===== config.mk =====
export PLATFORM = sky130hd
export DESIGN_NAME = swu_slave
export DESIGN_NICKNAME = d
export VERILOG_FILES = /design/src/shared/swu_pkg.sv /design/src/rtl/swu_slave.sv /design/src/rtl/swu_buf.sv
export VERILOG_INCLUDE_DIRS = /design/src /design/src/shared
export SDC_FILE = /design/constraint.sdc
export NUM_CORES = 1
export LEC_CHECK = 0
export BUFFER_PORTS_ARGS = -buffer_cell sky130_fd_sc_hd__buf_2
export CORE_UTILIZATION = 35
export CTS_CLUSTER_SIZE = 30
export DETAILED_ROUTE_END_ITERATION = 8
export HOLD_SLACK_MARGIN = 0.03
export PLACE_DENSITY = 0.46
export SKIP_LAST_GASP = 1
export SYNTH_ARGS = -nofsm -noshare
export SYNTH_HDL_FRONTEND = slang
export SYNTH_SLANG_ARGS = --single-unit

===== constraint.sdc =====
create_clock -name clk_sys -period 8.6 [get_ports clk_sys]
set_clock_uncertainty 0.1 [all_clocks]
set_input_delay 1.29 -clock clk_sys [delete_from_list [all_inputs] [get_ports clk_sys]]
set_output_delay 1.29 -clock clk_sys [all_outputs]
set_load 0.05 [all_outputs]

===== src/shared/swu_cfg.svh =====
// constants of the single-wire uart write slave: timing, framing, crc, reset values
// assumes a 250 MHz system clock; included by bare name
`ifndef SWU_CFG_SVH
`define SWU_CFG_SVH
`define SWU_CLK_HZ       250000000
`define SWU_BAUD_MIN     9000
`define SWU_BIT_MAX_CYC  (`SWU_CLK_HZ / `SWU_BAUD_MIN)
`define SWU_GLITCH_CYC   16
`define SWU_GAP_BITS     63
`define SWU_IDLE_BITS    12
`define SWU_SYNC_LOW3    3'h5
`define SWU_CRC_POLY     8'h07
`define SWU_CRC_INIT     8'h00
`define SWU_WR_LAST      3'h7
`define SWU_RD_LAST      3'h3
`define SWU_FIRST_DATA   3'h3
`define SWU_BUF_DEPTH    2
`define SWU_CNT_INIT     8'h00
`endif


===== src/shared/swu_pkg.sv =====
// types of the single-wire uart write slave
// assumes nothing beyond a systemverilog compiler
package swu_pkg;
  typedef enum logic [2:0]
  {
    S_IDLE    = 3'h0,
    S_START   = 3'h1,
    S_SYNC    = 3'h2,
    S_BITS    = 3'h3,
    S_STOP    = 3'h4,
    S_PUSH    = 3'h5,
    S_RECOVER = 3'h6
  } swu_state_t;
endpackage


===== src/rtl/swu_slave.sv =====
// receiver of single-wire uart datagrams with baud detection and register write port
// assumes line and address pins synchronous to clk_sys; read replies are not sent
`timescale 1ns/1ps
`include "swu_cfg.svh"
module swu_slave
  import swu_pkg::*;
#(
  parameter int CW        = 26,
  parameter int BW        = 20,
  parameter int BIT_INIT  = `SWU_BIT_MAX_CYC,
  parameter int BUF_DEPTH = `SWU_BUF_DEPTH
) (
  // clock and reset
  input  wire logic        clk_sys,
  input  wire logic        reset_n,
  // single-wire line
  input  wire logic        uart_in,
  output logic             uart_out,
  output logic             uart_oe,
  // node select pins
  input  wire logic        node_pin_lsb,
  input  wire logic        node_pin_msb,
  // register write port
  output logic             wr_valid,
  input  wire logic        wr_ready,
  output logic [6:0]       wr_addr,
  output logic [31:0]      wr_data,
  // read request and status
  output logic             rd_valid,
  output logic [6:0]       rd_addr,
  output logic [7:0]       dgram_count,
  output logic             link_error
);
  swu_state_t     state;
  swu_state_t     next_state;
  logic [2:0]     byte_idx;
  logic [2:0]     next_byte_idx;
  logic [2:0]     bit_idx;
  logic [2:0]     next_bit_idx;
  logic [CW-1:0]  cyc;
  logic [CW-1:0]  next_cyc;
  logic [CW-1:0]  gap;
  logic [CW-1:0]  next_gap;
  logic [CW-1:0]  target;
  logic [CW-1:0]  next_target;
  logic [7:0]     shreg;
  logic [7:0]     next_shreg;
  logic           line_q;
  logic           fall_seen;
  logic           next_fall_seen;
  logic [BW-1:0]  bit_cur;
  logic [BW-1:0]  next_bit_cur;
  logic [BW-1:0]  bit_good;
  logic [BW-1:0]  next_bit_good;
  logic [7:0]     crc;
  logic [7:0]     next_crc;
  logic           match;
  logic           next_match;
  logic           is_write;
  logic           next_is_write;
  logic [6:0]     reg_addr;
  logic [6:0]     next_reg_addr;
  logic [31:0]    data;
  logic [31:0]    next_data;
  logic [1:0]     node_select;
  logic [7:0]     next_count;
  logic           next_rd_valid;
  logic [6:0]     next_rd_addr;
  logic           next_link_error;
  logic           push_valid;
  logic           buf_ready;
  logic           fall;
  logic [7:0]     rx_byte;
  logic           last_byte;
  logic [CW-1:0]  gap_lim;
  logic [CW-1:0]  idle_lim;
  logic           in_frame;

  // serial crc over one byte, lsb first
  function automatic logic [7:0] crc_byte(input logic [7:0] crc_in, input logic [7:0] b);
    logic [7:0] r;
    r = crc_in;
    for (int j = 0; j < 8; j++)
    begin
      if (r[7] ^ b[j])
      begin
        r = {r[6:0], 1'b0} ^ `SWU_CRC_POLY;
      end
      else
      begin
        r = {r[6:0], 1'b0};
      end
    end
    return r;
  endfunction

  ////////////////////////////////////////////////////////////////////////////
  // reply driver is not built: the pin stays released so the pull-up holds it high
  assign uart_out   = 1'b1;
  assign uart_oe    = 1'b0;
  assign push_valid = (state == S_PUSH);
  assign fall       = line_q & ~uart_in;
  // limits scale with the bit time of the last good datagram
  assign gap_lim    = CW'(bit_good) * CW'(`SWU_GAP_BITS);
  assign idle_lim   = CW'(bit_good) * CW'(`SWU_IDLE_BITS);
  assign in_frame   = (byte_idx != '0) || (state == S_SYNC);
  // sync byte keeps its fixed low bits; bit 3 is checked separately
  assign rx_byte    = (byte_idx == '0) ? {shreg[7:3], `SWU_SYNC_LOW3} : shreg;
  // a read request ends after its fourth byte, a write after its eighth
  assign last_byte  = is_write ? (byte_idx == `SWU_WR_LAST) : (byte_idx == `SWU_RD_LAST);

  ////////////////////////////////////////////////////////////////////////////
  // receiver next-state logic
  always_comb
  begin
    next_state      = state;
    next_byte_idx   = byte_idx;
    next_bit_idx    = bit_idx;
    next_cyc        = cyc + 1'b1;
    next_gap        = (gap == '1) ? gap : gap + 1'b1;
    next_target     = target;
    next_shreg      = shreg;
    next_fall_seen  = fall_seen;
    next_bit_cur    = bit_cur;
    next_bit_good   = bit_good;
    next_crc        = crc;
    next_match      = match;
    next_is_write   = is_write;
    next_reg_addr   = reg_addr;
    next_data       = data;
    next_count      = dgram_count;
    next_rd_valid   = 1'b0;
    next_rd_addr    = rd_addr;
    next_link_error = 1'b0;
    case (state)
      S_IDLE:
      begin
        next_cyc = cyc;
        if (fall)
        begin
          next_cyc   = CW'(1);
          next_gap   = CW'(1);
          next_state = S_START;
        end
      end
      S_START:
      begin
        if (uart_in)
        begin
          next_link_error = 1'b1;
        end
        else if (cyc == CW'(`SWU_GLITCH_CYC - 1))
        begin
          if (byte_idx == '0)
          begin
            next_fall_seen = 1'b0;
            next_state     = S_SYNC;
          end
          else
          begin
            next_target  = CW'(bit_cur) + CW'(bit_cur >> 1);
            next_bit_idx = '0;
            next_state   = S_BITS;
          end
        end
      end
      S_SYNC:
      begin
        if (fall)
        begin
          if (fall_seen)
          begin
            // second fall after start closes four bit times
            next_bit_cur = cyc[BW+1:2];
            next_target  = cyc + (cyc >> 3);
            next_bit_idx = `SWU_FIRST_DATA;
            next_state   = S_BITS;
          end
          next_fall_seen = 1'b1;
        end
      end
      S_BITS:
      begin
        if (cyc == target)
        begin
          next_shreg[bit_idx] = uart_in;
          next_target         = target + CW'(bit_cur);
          next_bit_idx        = bit_idx + 1'b1;
          if (bit_idx == 3'h7)
          begin
            next_state = S_STOP;
          end
        end
      end
      S_STOP:
      begin
        if (cyc == target)
        begin
          next_state = S_IDLE;
          if (!uart_in || (byte_idx == '0 && shreg[3]))
          begin
            next_link_error = 1'b1;
          end
          else if (byte_idx >= `SWU_FIRST_DATA && last_byte)
          begin
            next_byte_idx = '0;
            if (rx_byte != crc)
            begin
              next_link_error = 1'b1;
            end
            else
            begin
              next_bit_good = bit_cur;
              if (match && is_write)
              begin
                next_state = S_PUSH;
              end
              else if (match)
              begin
                next_rd_valid = 1'b1;
                next_rd_addr  = reg_addr;
              end
            end
          end
          else
          begin
            next_byte_idx = byte_idx + 1'b1;
            next_crc      = crc_byte((byte_idx == '0) ? `SWU_CRC_INIT : crc, rx_byte);
            case (byte_idx)
              3'h1:    next_match = (rx_byte == {6'h00, node_select});
              3'h2:
              begin
                next_is_write = rx_byte[7];
                next_reg_addr = rx_byte[6:0];
              end
              default: next_data = {data[23:0], rx_byte};
            endcase
          end
        end
      end
      S_PUSH:
      begin
        // waits on the buffer; a full buffer stalls the receiver here
        next_cyc = cyc;
        if (buf_ready)
        begin
          next_count = dgram_count + 1'b1;
          next_state = S_IDLE;
        end
      end
      S_RECOVER:
      begin
        // line must stay high for the whole idle window
        next_cyc = uart_in ? cyc + 1'b1 : '0;
        if (cyc >= idle_lim)
        begin
          next_state = S_IDLE;
        end
      end
      default:
      begin
        next_link_error = 1'b1;
      end
    endcase
    // pause between start bits inside a datagram
    if (state != S_RECOVER && state != S_PUSH && in_frame && gap > gap_lim)
    begin
      next_link_error = 1'b1;
    end
    if (next_link_error)
    begin
      next_state    = S_RECOVER;
      next_byte_idx = '0;
      next_cyc      = '0;
    end
  end

  // receiver registers
  always_ff @(posedge clk_sys or negedge reset_n)
  begin
    if (!reset_n)
    begin
      state       <= S_IDLE;
      byte_idx    <= '0;
      bit_idx     <= '0;
      cyc         <= '0;
      gap         <= '0;
      target      <= '0;
      shreg       <= 8'h00;
      line_q      <= 1'b1;
      fall_seen   <= 1'b0;
      bit_cur     <= BW'(BIT_INIT);
      bit_good    <= BW'(BIT_INIT);
      crc         <= `SWU_CRC_INIT;
      match       <= 1'b0;
      is_write    <= 1'b0;
      reg_addr    <= 7'h00;
      data        <= 32'h0000_0000;
      node_select <= 2'h0;
      dgram_count <= `SWU_CNT_INIT;
      rd_valid    <= 1'b0;
      rd_addr     <= 7'h00;
      link_error  <= 1'b0;
    end
    else
    begin
      state       <= next_state;
      byte_idx    <= next_byte_idx;
      bit_idx     <= next_bit_idx;
      cyc         <= next_cyc;
      gap         <= next_gap;
      target      <= next_target;
      shreg       <= next_shreg;
      line_q      <= uart_in;
      fall_seen   <= next_fall_seen;
      bit_cur     <= next_bit_cur;
      bit_good    <= next_bit_good;
      crc         <= next_crc;
      match       <= next_match;
      is_write    <= next_is_write;
      reg_addr    <= next_reg_addr;
      data        <= next_data;
      node_select <= {node_pin_msb, node_pin_lsb};
      dgram_count <= next_count;
      rd_valid    <= next_rd_valid;
      rd_addr     <= next_rd_addr;
      link_error  <= next_link_error;
    end
  end

  ////////////////////////////////////////////////////////////////////////////
  // buffer between accepted writes and the register port
  swu_buf #(
    .W     (39),
    .DEPTH (BUF_DEPTH)
  ) u_buf (
    .clk_sys   (clk_sys),
    .reset_n   (reset_n),
    .in_valid  (push_valid),
    .in_ready  (buf_ready),
    .in_data   ({reg_addr, data}),
    .out_valid (wr_valid),
    .out_ready (wr_ready),
    .out_data  ({wr_addr, wr_data})
  );
endmodule


===== src/rtl/swu_buf.sv =====
// small fifo between the datagram receiver and the register write port
// assumes one clock, asynchronous active-low reset
`timescale 1ns/1ps
module swu_buf #(
  parameter int W     = 39,
  parameter int DEPTH = 2
) (
  // clock and reset
  input  wire logic         clk_sys,
  input  wire logic         reset_n,
  // filling side
  input  wire logic         in_valid,
  output logic              in_ready,
  input  wire logic [W-1:0] in_data,
  // draining side
  output logic              out_valid,
  input  wire logic         out_ready,
  output logic [W-1:0]      out_data
);
  localparam int AW = (DEPTH > 1) ? $clog2(DEPTH) : 1;

  logic [W-1:0]  mem      [DEPTH];
  logic [W-1:0]  next_mem [DEPTH];
  logic [AW-1:0] wr_ptr;
  logic [AW-1:0] rd_ptr;
  logic [AW:0]   fill;
  logic [AW-1:0] next_wr_ptr;
  logic [AW-1:0] next_rd_ptr;
  logic [AW:0]   next_fill;
  logic          push;
  logic          pop;

  // pointer step with wrap at depth
  function automatic logic [AW-1:0] ptr_inc(input logic [AW-1:0] p);
    if (p == AW'(DEPTH - 1))
    begin
      return '0;
    end
    return p + 1'b1;
  endfunction

  ////////////////////////////////////////////////////////////////////////////
  // handshake flags from the fill level
  assign in_ready  = (fill != (AW+1)'(DEPTH));
  assign out_valid = (fill != '0);
  assign out_data  = mem[rd_ptr];
  assign push      = in_valid & in_ready;
  assign pop       = out_valid & out_ready;

  // next pointers, level and storage
  always_comb
  begin
    next_mem    = mem;
    next_wr_ptr = wr_ptr;
    next_rd_ptr = rd_ptr;
    next_fill   = fill;
    if (push)
    begin
      next_mem[wr_ptr] = in_data;
      next_wr_ptr      = ptr_inc(wr_ptr);
    end
    if (pop)
    begin
      next_rd_ptr = ptr_inc(rd_ptr);
    end
    if (push && !pop)
    begin
      next_fill = fill + 1'b1;
    end
    else if (pop && !push)
    begin
      next_fill = fill - 1'b1;
    end
  end

  // control state with reset
  always_ff @(posedge clk_sys or negedge reset_n)
  begin
    if (!reset_n)
    begin
      wr_ptr <= '0;
      rd_ptr <= '0;
      fill   <= '0;
    end
    else
    begin
      wr_ptr <= next_wr_ptr;
      rd_ptr <= next_rd_ptr;
      fill   <= next_fill;
    end
  end

  // storage needs no reset
  always_ff @(posedge clk_sys)
  begin
    mem <= next_mem;
  end
endmodule


==> impl_metrics.csv, run 1 <==
group,metric,value,unit
cts,cts_num_sinks,287,
timing,drv_slew,0,
worst_setup_path,cp.required,8.98,ns
power_and_ir_drop,p_clk_share,51.7,%
logic_synthesis,synth.top_cell.area_share,23.9,%
timing,worst_pin_slew,1.11,ns
hold_path,min_from,"data[26]$_DFFE_PN0P_",
floorplanning,die_height,244,microns
worst_setup_path,cp_max_fo,26,
global_route,antenna_found_initial,1,
logic_synthesis,synth.distinct_cells,85,
placement,routabilityCongestion,0.845,
logic_synthesis,synth.area.top_cells,"dfrtp_1 24%, edfxtp_1 11%, ha_1 11%, mux2_2 6.9%, fa_1 5.8%",
worst_setup_path,worstSetupEndpointType,"flip-flop",
floorplanning,dieArea,0.0595,sq mm
worst_setup_path,critical_path_class,"reg -> reg",
worst_setup_path,reg2reg_depth,26,
power_and_ir_drop,p_leak,9.89,nW
logic_synthesis,yosysMostFrequentCell,"dfrtp_1",
logic_synthesis,async_reset_ff_share,72.8,%
timing,relSlewSlack,25.7,%
logic_synthesis,synthCells,2039,
logic_synthesis,syn_area,0.0205,sq mm
timing,tns,0,ns
power_and_ir_drop,power.switching,640,uW
logic_synthesis,avgSynthCellArea,10.0,sq um
power_and_ir_drop,internal-power,2.36,mW
placement,place_inst,2814,
layout,fillers,5784,
logic_synthesis,synth_edf_count,78,
floorplanning,ios,65,
detailed_routing,ant_nets,0,
hold_path,hold-path-cell-count,0,
worst_setup_path,crit_path_start,"bit_good[10]$_DFFE_PN1P_",
cts,cts_tree,"yes",
flow_run,drv_cap,0,
power_and_ir_drop,p_seq_share,46.7,%
global_route,grt_use_total,18.7,%
layout,drive_gt1_share,14.7,%
timing,rsz0062_at_grt,"false",
cts,cts_root_buffer,"clkbuf_16",
timing,period_minus_slack,7.12,ns
layout,antenna_cells,0,
timing,setup_viol,0,
outcome,status,"finished, final reports clean",
detailed_routing,first_iter_violations,784,
placement,dpl.hpwl,40300,microns
power_and_ir_drop,pwr_density_cell,131,mW/mm^2
layout,num-nets-final,2329,
worst_setup_path,timing.rr.start,"bit_good[10]$_DFFE_PN1P_",
logic_synthesis,yosysSeqAreaShare,37.0,%
cts,cts_hold_buffers,0,
logic_synthesis,ys_warn_count,0,
logic_synthesis,syn-num-nets,2281,
worst_setup_path,cp-start-kind,"flip-flop",
logic_synthesis,ys_ff_latch,287,
detailed_routing,drt_wl_total,54600,microns
global_route,grt_pass1_wl,88400,microns
cts,numCtsBuffers,36,
logic_synthesis,synthFlopType,"dfrtp_1",
power_and_ir_drop,swShare,21.3,%
logic_synthesis,yosys.area.top_type,"dfrtp_1",
hold_path,hp-class,"reg -> reg",
detailed_routing,dr.pass1.iters,4,
cts,clk_latency,0.55,ns
detailed_routing,via_per_inst,5.27,
detailed_routing,wire_per_inst,19.0,microns
layout,fin_cells,2879,
worst_setup_path,critical_path_arrival,7.50,ns
power_and_ir_drop,power,3.00,mW
global_route,grt_max_degree,78,
detailed_routing,drc_errors,0,
floorplanning,start_util,35.4,%
global_route,grt.overflow.total,0,
floorplanning,design.core.area,0.0578,sq mm
logic_synthesis,ys_top_cells_by_count,"196 x dfrtp_1, 177 x ha_1, 155 x nor2_1",
cts,cts_buffer_depth,3,
timing,fmax,0.140,GHz
timing,finalHoldViolCount,0,
power_and_ir_drop,ir_worst_vdd,0.0000983,V
floorplanning,fp.dieW,244,microns
cts,htreeDepth,2,
cts,path_clk_slew,0.05,ns
cts,post_cts_buffers,0,
timing,fin_crit_sh,82.8,%
layout,area_growth,11.4,%
floorplanning,rows,88,
detailed_routing,vias,15200,
cts,cts-resized-gates,0,
power_and_ir_drop,combPwrFrac,1.6,%
placement,port_buffers,62,
global_route,grt_pass1_vias,15400,
==> power groups by stage <==
stage                     clock network, mW  logic (mW)  registers (mW)
after floorplan                           0      0.0190            1.43
after global placement                    0      0.0483            1.43
after detailed placement                  0      0.0486            1.43
after CTS                              1.60      0.0488            1.40
after global routing                   1.65      0.0542            1.40
final                                  1.55      0.0468            1.40
==> layout by cell type (no fill, tap or decap), types with 19 or more instances in the layout <==
cell,Yosys,layout
a21o_1,48,48
a21oi_1,120,120
and3_1,25,25
buf_2,22,61
buf_4,5,20
clkbuf_16,0,36
dfrtp_1,196,195
edfxtp_1,78,78
fa_1,59,59
ha_1,177,177
inv_1,138,138
mux2_2,125,125
nand2_1,132,132
nand3_1,48,48
nand4_1,38,38
nor2_1,155,155
nor2b_1,20,19
nor3_1,41,40
o21ai_0,94,94
xnor2_1,125,125
xor2_1,66,66
==> critical path, cell delays in order, from the launching register on <==
cell,delay [ns]
dfstp_2,0.62
fa_1,0.50
fa_1,0.55
inv_1,0.05
fa_1,0.53
inv_1,0.04
ha_1,0.35
a2111oi_0,0.49
o211ai_1,0.25
nand4_1,0.19
a31oi_1,0.14
o211ai_1,0.27
a21oi_1,0.11
o21ai_0,0.25
a21oi_1,0.12
xnor2_1,0.16
ha_1,0.30
nand3_1,0.12
nor2_1,0.12
nand2_1,0.08
or4_1,0.51
o211ai_2,0.15
buf_4,0.33
o311ai_4,0.13
buf_4,0.25
a211oi_1,0.21
a31o_1,0.13
==> area by class of cell <==
type / instances / area (sq um) / area share (%)
Clock buffer: 52 / 991 / 4.34
Clock inverter: 13 / 200 / 0.877
Inverter: 140 / 526 / 2.30
Multi-Input combinational cell: 1540 / 12100 / 53.0
Sequential cell: 287 / 7590 / 33.2
Tap cell: 765 / 957 / 4.19
Timing Repair Buffer: 82 / 470 / 2.06
==> metal layers <==
layer | GRT usage (%) | share of wire, % | vias to the layer above
met5 | 0 | 0 | -
met4 | 6.16 | 2.9 | 0
met3 | 1.90 | 2.8 | 88
met2 | 30.2 | 46 | 231
met1 | 26.2 | 49 | 7462
li1 | - | - | 7387
==> logic make-up after synthesis <==
family,after synthesis,synth area share [%]
and+or+nand+nor,551,13.2
AOI/OAI and AO/OA,427,13.6
DFF,287,37.0
adders and majority gates,236,16.6
buffers and inverters,212,4.12
xor gates and xnor gates,191,8.16
muxes,133,7.32
other,2,0.0367
==> final timing paths <==
| check | endpoint | slack [ns] |
|---|---|---|
| max | cyc[24]$_DFFE_PN0P_ | 1.48 |
| min | u_buf.mem[26]$_DFFE_PP_ | 0.37 |
| max reg2reg | cyc[24]$_DFFE_PN0P_ | 1.48 |
| min reg2reg | u_buf.mem[26]$_DFFE_PP_ | 0.37 |
| max in group asynchronous | fall_seen$_DFFE_PN0P_ | 6.25 |
| min in group asynchronous | bit_good[12]$_DFFE_PN0P_ | 0.60 |
==> flip-flops by register name (all words and copies together) (netlist names), 7 cells and up <==
register and cells:
bit_cur 20, bit_good 20, crc 8, cyc 26, data 32, dgram_count 8, gap 26, rd_addr 7
reg_addr 7, shreg 8, target 26, u_buf.mem 78
==> through the flow <==
stage          hold WS, ns  cell area [sq um]  setup slack, ns  util (%)
6_report             0.366              22800             1.48      39.5
4_1_cts              0.366              22800             1.48      39.5
2_1_floorplan        0.337              20500             2.23         -
3_3_place_gp         0.349              21600             1.56      37.4
5_1_grt              0.382              22800            0.889      39.5
3_5_place_dp         0.354              21600             1.51      37.4
Note: power is estimated with default switching activity, not from simulation.
==> run 2, diff against run 1 <==
- clock period: 8.6 -> 6.55 ns (I/O delays scaled with it)
==> run 2 against run 1 <==
Global-route usage hardly changed. Register-to-register slack worse by 1.3 ns. Flip-flop and latch count is the same. Critical endpoint is now cyc[20]$_DFFE_PN0P_. Count of clock-buffer cells in the layout fell by 1. Sequential share of layout area shrank 0.89 points. Power rose by 35%. Final cell count is 1.4% higher. Worst hold slack got worse by 0.021 ns. Utilization up 1.1 points.
==> impl_metrics.csv, run 2 (synthesized netlist as in run 1, its figures left out) <==
group,metric,value,unit
global_route,grt_pass1_vias,15500,
worst_setup_path,cp_slowest_cell,"dfstp_2",
timing,fmax,0.158,GHz
cts,cts_buffer_depth,3,
timing,drv_slew,0,
hold_path,hp-class,"in -> async",
placement,routabilityCongestion,0.836,
global_route,grt_pass1_wl,87600,microns
floorplanning,die_height,244,microns
floorplanning,design.core.area,0.0578,sq mm
worst_setup_path,reg2reg_to,"cyc[20]$_DFFE_PN0P_",
worst_setup_path,cp_max_fo,9,
timing,tns,0,ns
layout,antenna_cells,0,
global_route,grt.overflow.total,0,
floorplanning,start_util,35.4,%
detailed_routing,first_iter_violations,805,
worst_setup_path,crit_top_cell,"a21o_1",
power_and_ir_drop,ir_worst_vdd,0.000150,V
cts,clk_latency,0.56,ns
layout,final_cell_mix,"191 x dfrtp_1, 171 x ha_1, 154 x nor2_1, 137 x inv_1, 131 x nand2_1",
timing,setup_viol,0,
worst_setup_path,critical_path_class,"reg -> reg",
layout,area_growth,14.6,%
cts,numCtsBuffers,37,
worst_setup_path,worstSetupEndpointType,"flip-flop",
timing,worst_pin_slew,1.11,ns
worst_setup_path,reg2reg_slack,0.21,ns
outcome,status,"finished, final reports clean",
layout,top_regs,"u_buf.mem (78), data (32)",
global_route,grt_max_degree,137,
layout,largest_register,"u_buf.mem",
cts,cts_root_buffer,"clkbuf_16",
worst_setup_path,critical_path_cell_count,28,
detailed_routing,drc_errors,0,
worst_setup_path,critPathTopFamily,"compound AO/OA/AOI/OAI gates",
worst_setup_path,worst-path-buf-inv,6,
timing,finalHoldViolCount,0,
placement,port_buffers,62,
layout,num-nets-final,2366,
layout,fillers,5746,
cts,cts_hold_buffers,0,
timing,worst_slack,0.208,ns
detailed_routing,vias,15400,
timing,rsz0062_at_grt,"true",
global_route,grt_use_total,18.8,%
detailed_routing,via_per_inst,5.27,
cts,path_clk_slew,0.06,ns
power_and_ir_drop,p_leak,10.1,nW
worst_setup_path,critical_path_arrival,6.73,ns
layout,drive_gt1_share,18.0,%
worst_setup_path,crit_path_max_incr_delay,0.54,ns
floorplanning,rows,88,
detailed_routing,dr.pass1.iters,6,
flow_run,drv_cap,0,
floorplanning,ios,65,
floorplanning,fp.dieW,244,microns
worst_setup_path,crit_path_start,"bit_good[10]$_DFFE_PN1P_",
cts,cts_num_sinks,287,
placement,place_ws,-0.256,ns
detailed_routing,wire_per_inst,19.2,microns
detailed_routing,drt_wl_total,56000,microns
floorplanning,dieArea,0.0595,sq mm
layout,regArea,0.00759,sq mm
worst_setup_path,cp-start-kind,"flip-flop",
detailed_routing,ant_nets,0,
layout,largest_reg_flops,78,
worst_setup_path,reg2reg_depth,28,
worst_setup_path,cp.required,6.94,ns
layout,multi_input_area,0.0123,sq mm
timing,relSlewSlack,25.9,%
layout,final_common_cell,"dfrtp_1",
global_route,antenna_found_initial,1,
cts,htreeDepth,2,
timing,period_minus_slack,6.34,ns
cts,cts_tree,"yes",
placement,dpl.hpwl,40800,microns
timing,fin_crit_sh,96.8,%
power_and_ir_drop,pwr_density_cell,173,mW/mm^2
worst_setup_path,timing.rr.start,"bit_good[10]$_DFFE_PN1P_",
## run 2: cell types whose count changed in the layout (fill, tap and decap cells not counted), sizes merged
cell | previous run | this run
o311ai | 2 | 3
clkinv | 9 | 11
buf | 82 | 116
clkinvlp | 0 | 1
inv | 139 | 140
## run 2: per-stage QoR
step                      hold slack (ns)  cells  utilization [%]  cell area, sq um  total power, mW
after CTS                           0.358   2907             40.1             23200             4.12
after detailed placement            0.356   2834             37.7             21800             1.94
after global placement              0.351   2834             37.7             21800             1.94
after global routing                0.384   2918             40.6             23500             4.19
after floorplan                     0.337   2039                -             20500             1.90
final                               0.345   2918             40.6             23500             4.05
## run 2: worst max path at each step
stage | end | slack, ns
finish | cyc[20]$_DFFE_PN0P_ | 0.21
global route | cyc[20]$_DFFE_PN0P_ | -0.04
global placement | cyc[24]$_DFFE_PN0P_ | -0.09
floorplan | cyc[15]$_DFFE_PN0P_ | 0.18
CTS | cyc[11]$_DFFE_PN0P_ | 0.002
detailed placement | cyc[24]$_DFFE_PN0P_ | -0.26
## run 2: where the power goes
part | total, mW | leakage (nW) | switching [mW] | internal, mW
logic | 0.0647 | 6.32 | 0.0503 | 0.0143
clock network | 2.14 | 0.621 | 0.834 | 1.31
registers | 1.84 | 3.21 | 0.00557 | 1.84
total | 4.05 | 10.1 | 0.890 | 3.16
## run 2: timing repair
| action | in CTS | in global routing |
|---|---|---|
| pin swaps | 5 | 36 |
| cloned | 2 | 1 |
| setup buffers | 3 | 11 |
| setup endpoints to repair | 31 | 33 |
| resized for setup | 6 | 40 |
## run 2: area by class of cell
| cell class | count | area share, % |
|---|---|---|
| clock buffers | 51 | 4.39 |
| clock inverters | 17 | 1.06 |
| inverters | 140 | 2.24 |
| multi-input cells | 1541 | 52.4 |
| flip-flops and latches | 287 | 32.4 |
| well taps | 765 | 4.08 |
| repair buffers | 117 | 3.44 |
## run 2: layer usage
layer  routed length, microns  track usage (%)  vias up
met5                        0                0        -
met4                     1700             5.90        0
met3                     1990             2.28       88
met2                    25800             30.6      281
met1                    26500             25.8     7562
li1                         -                -     7459
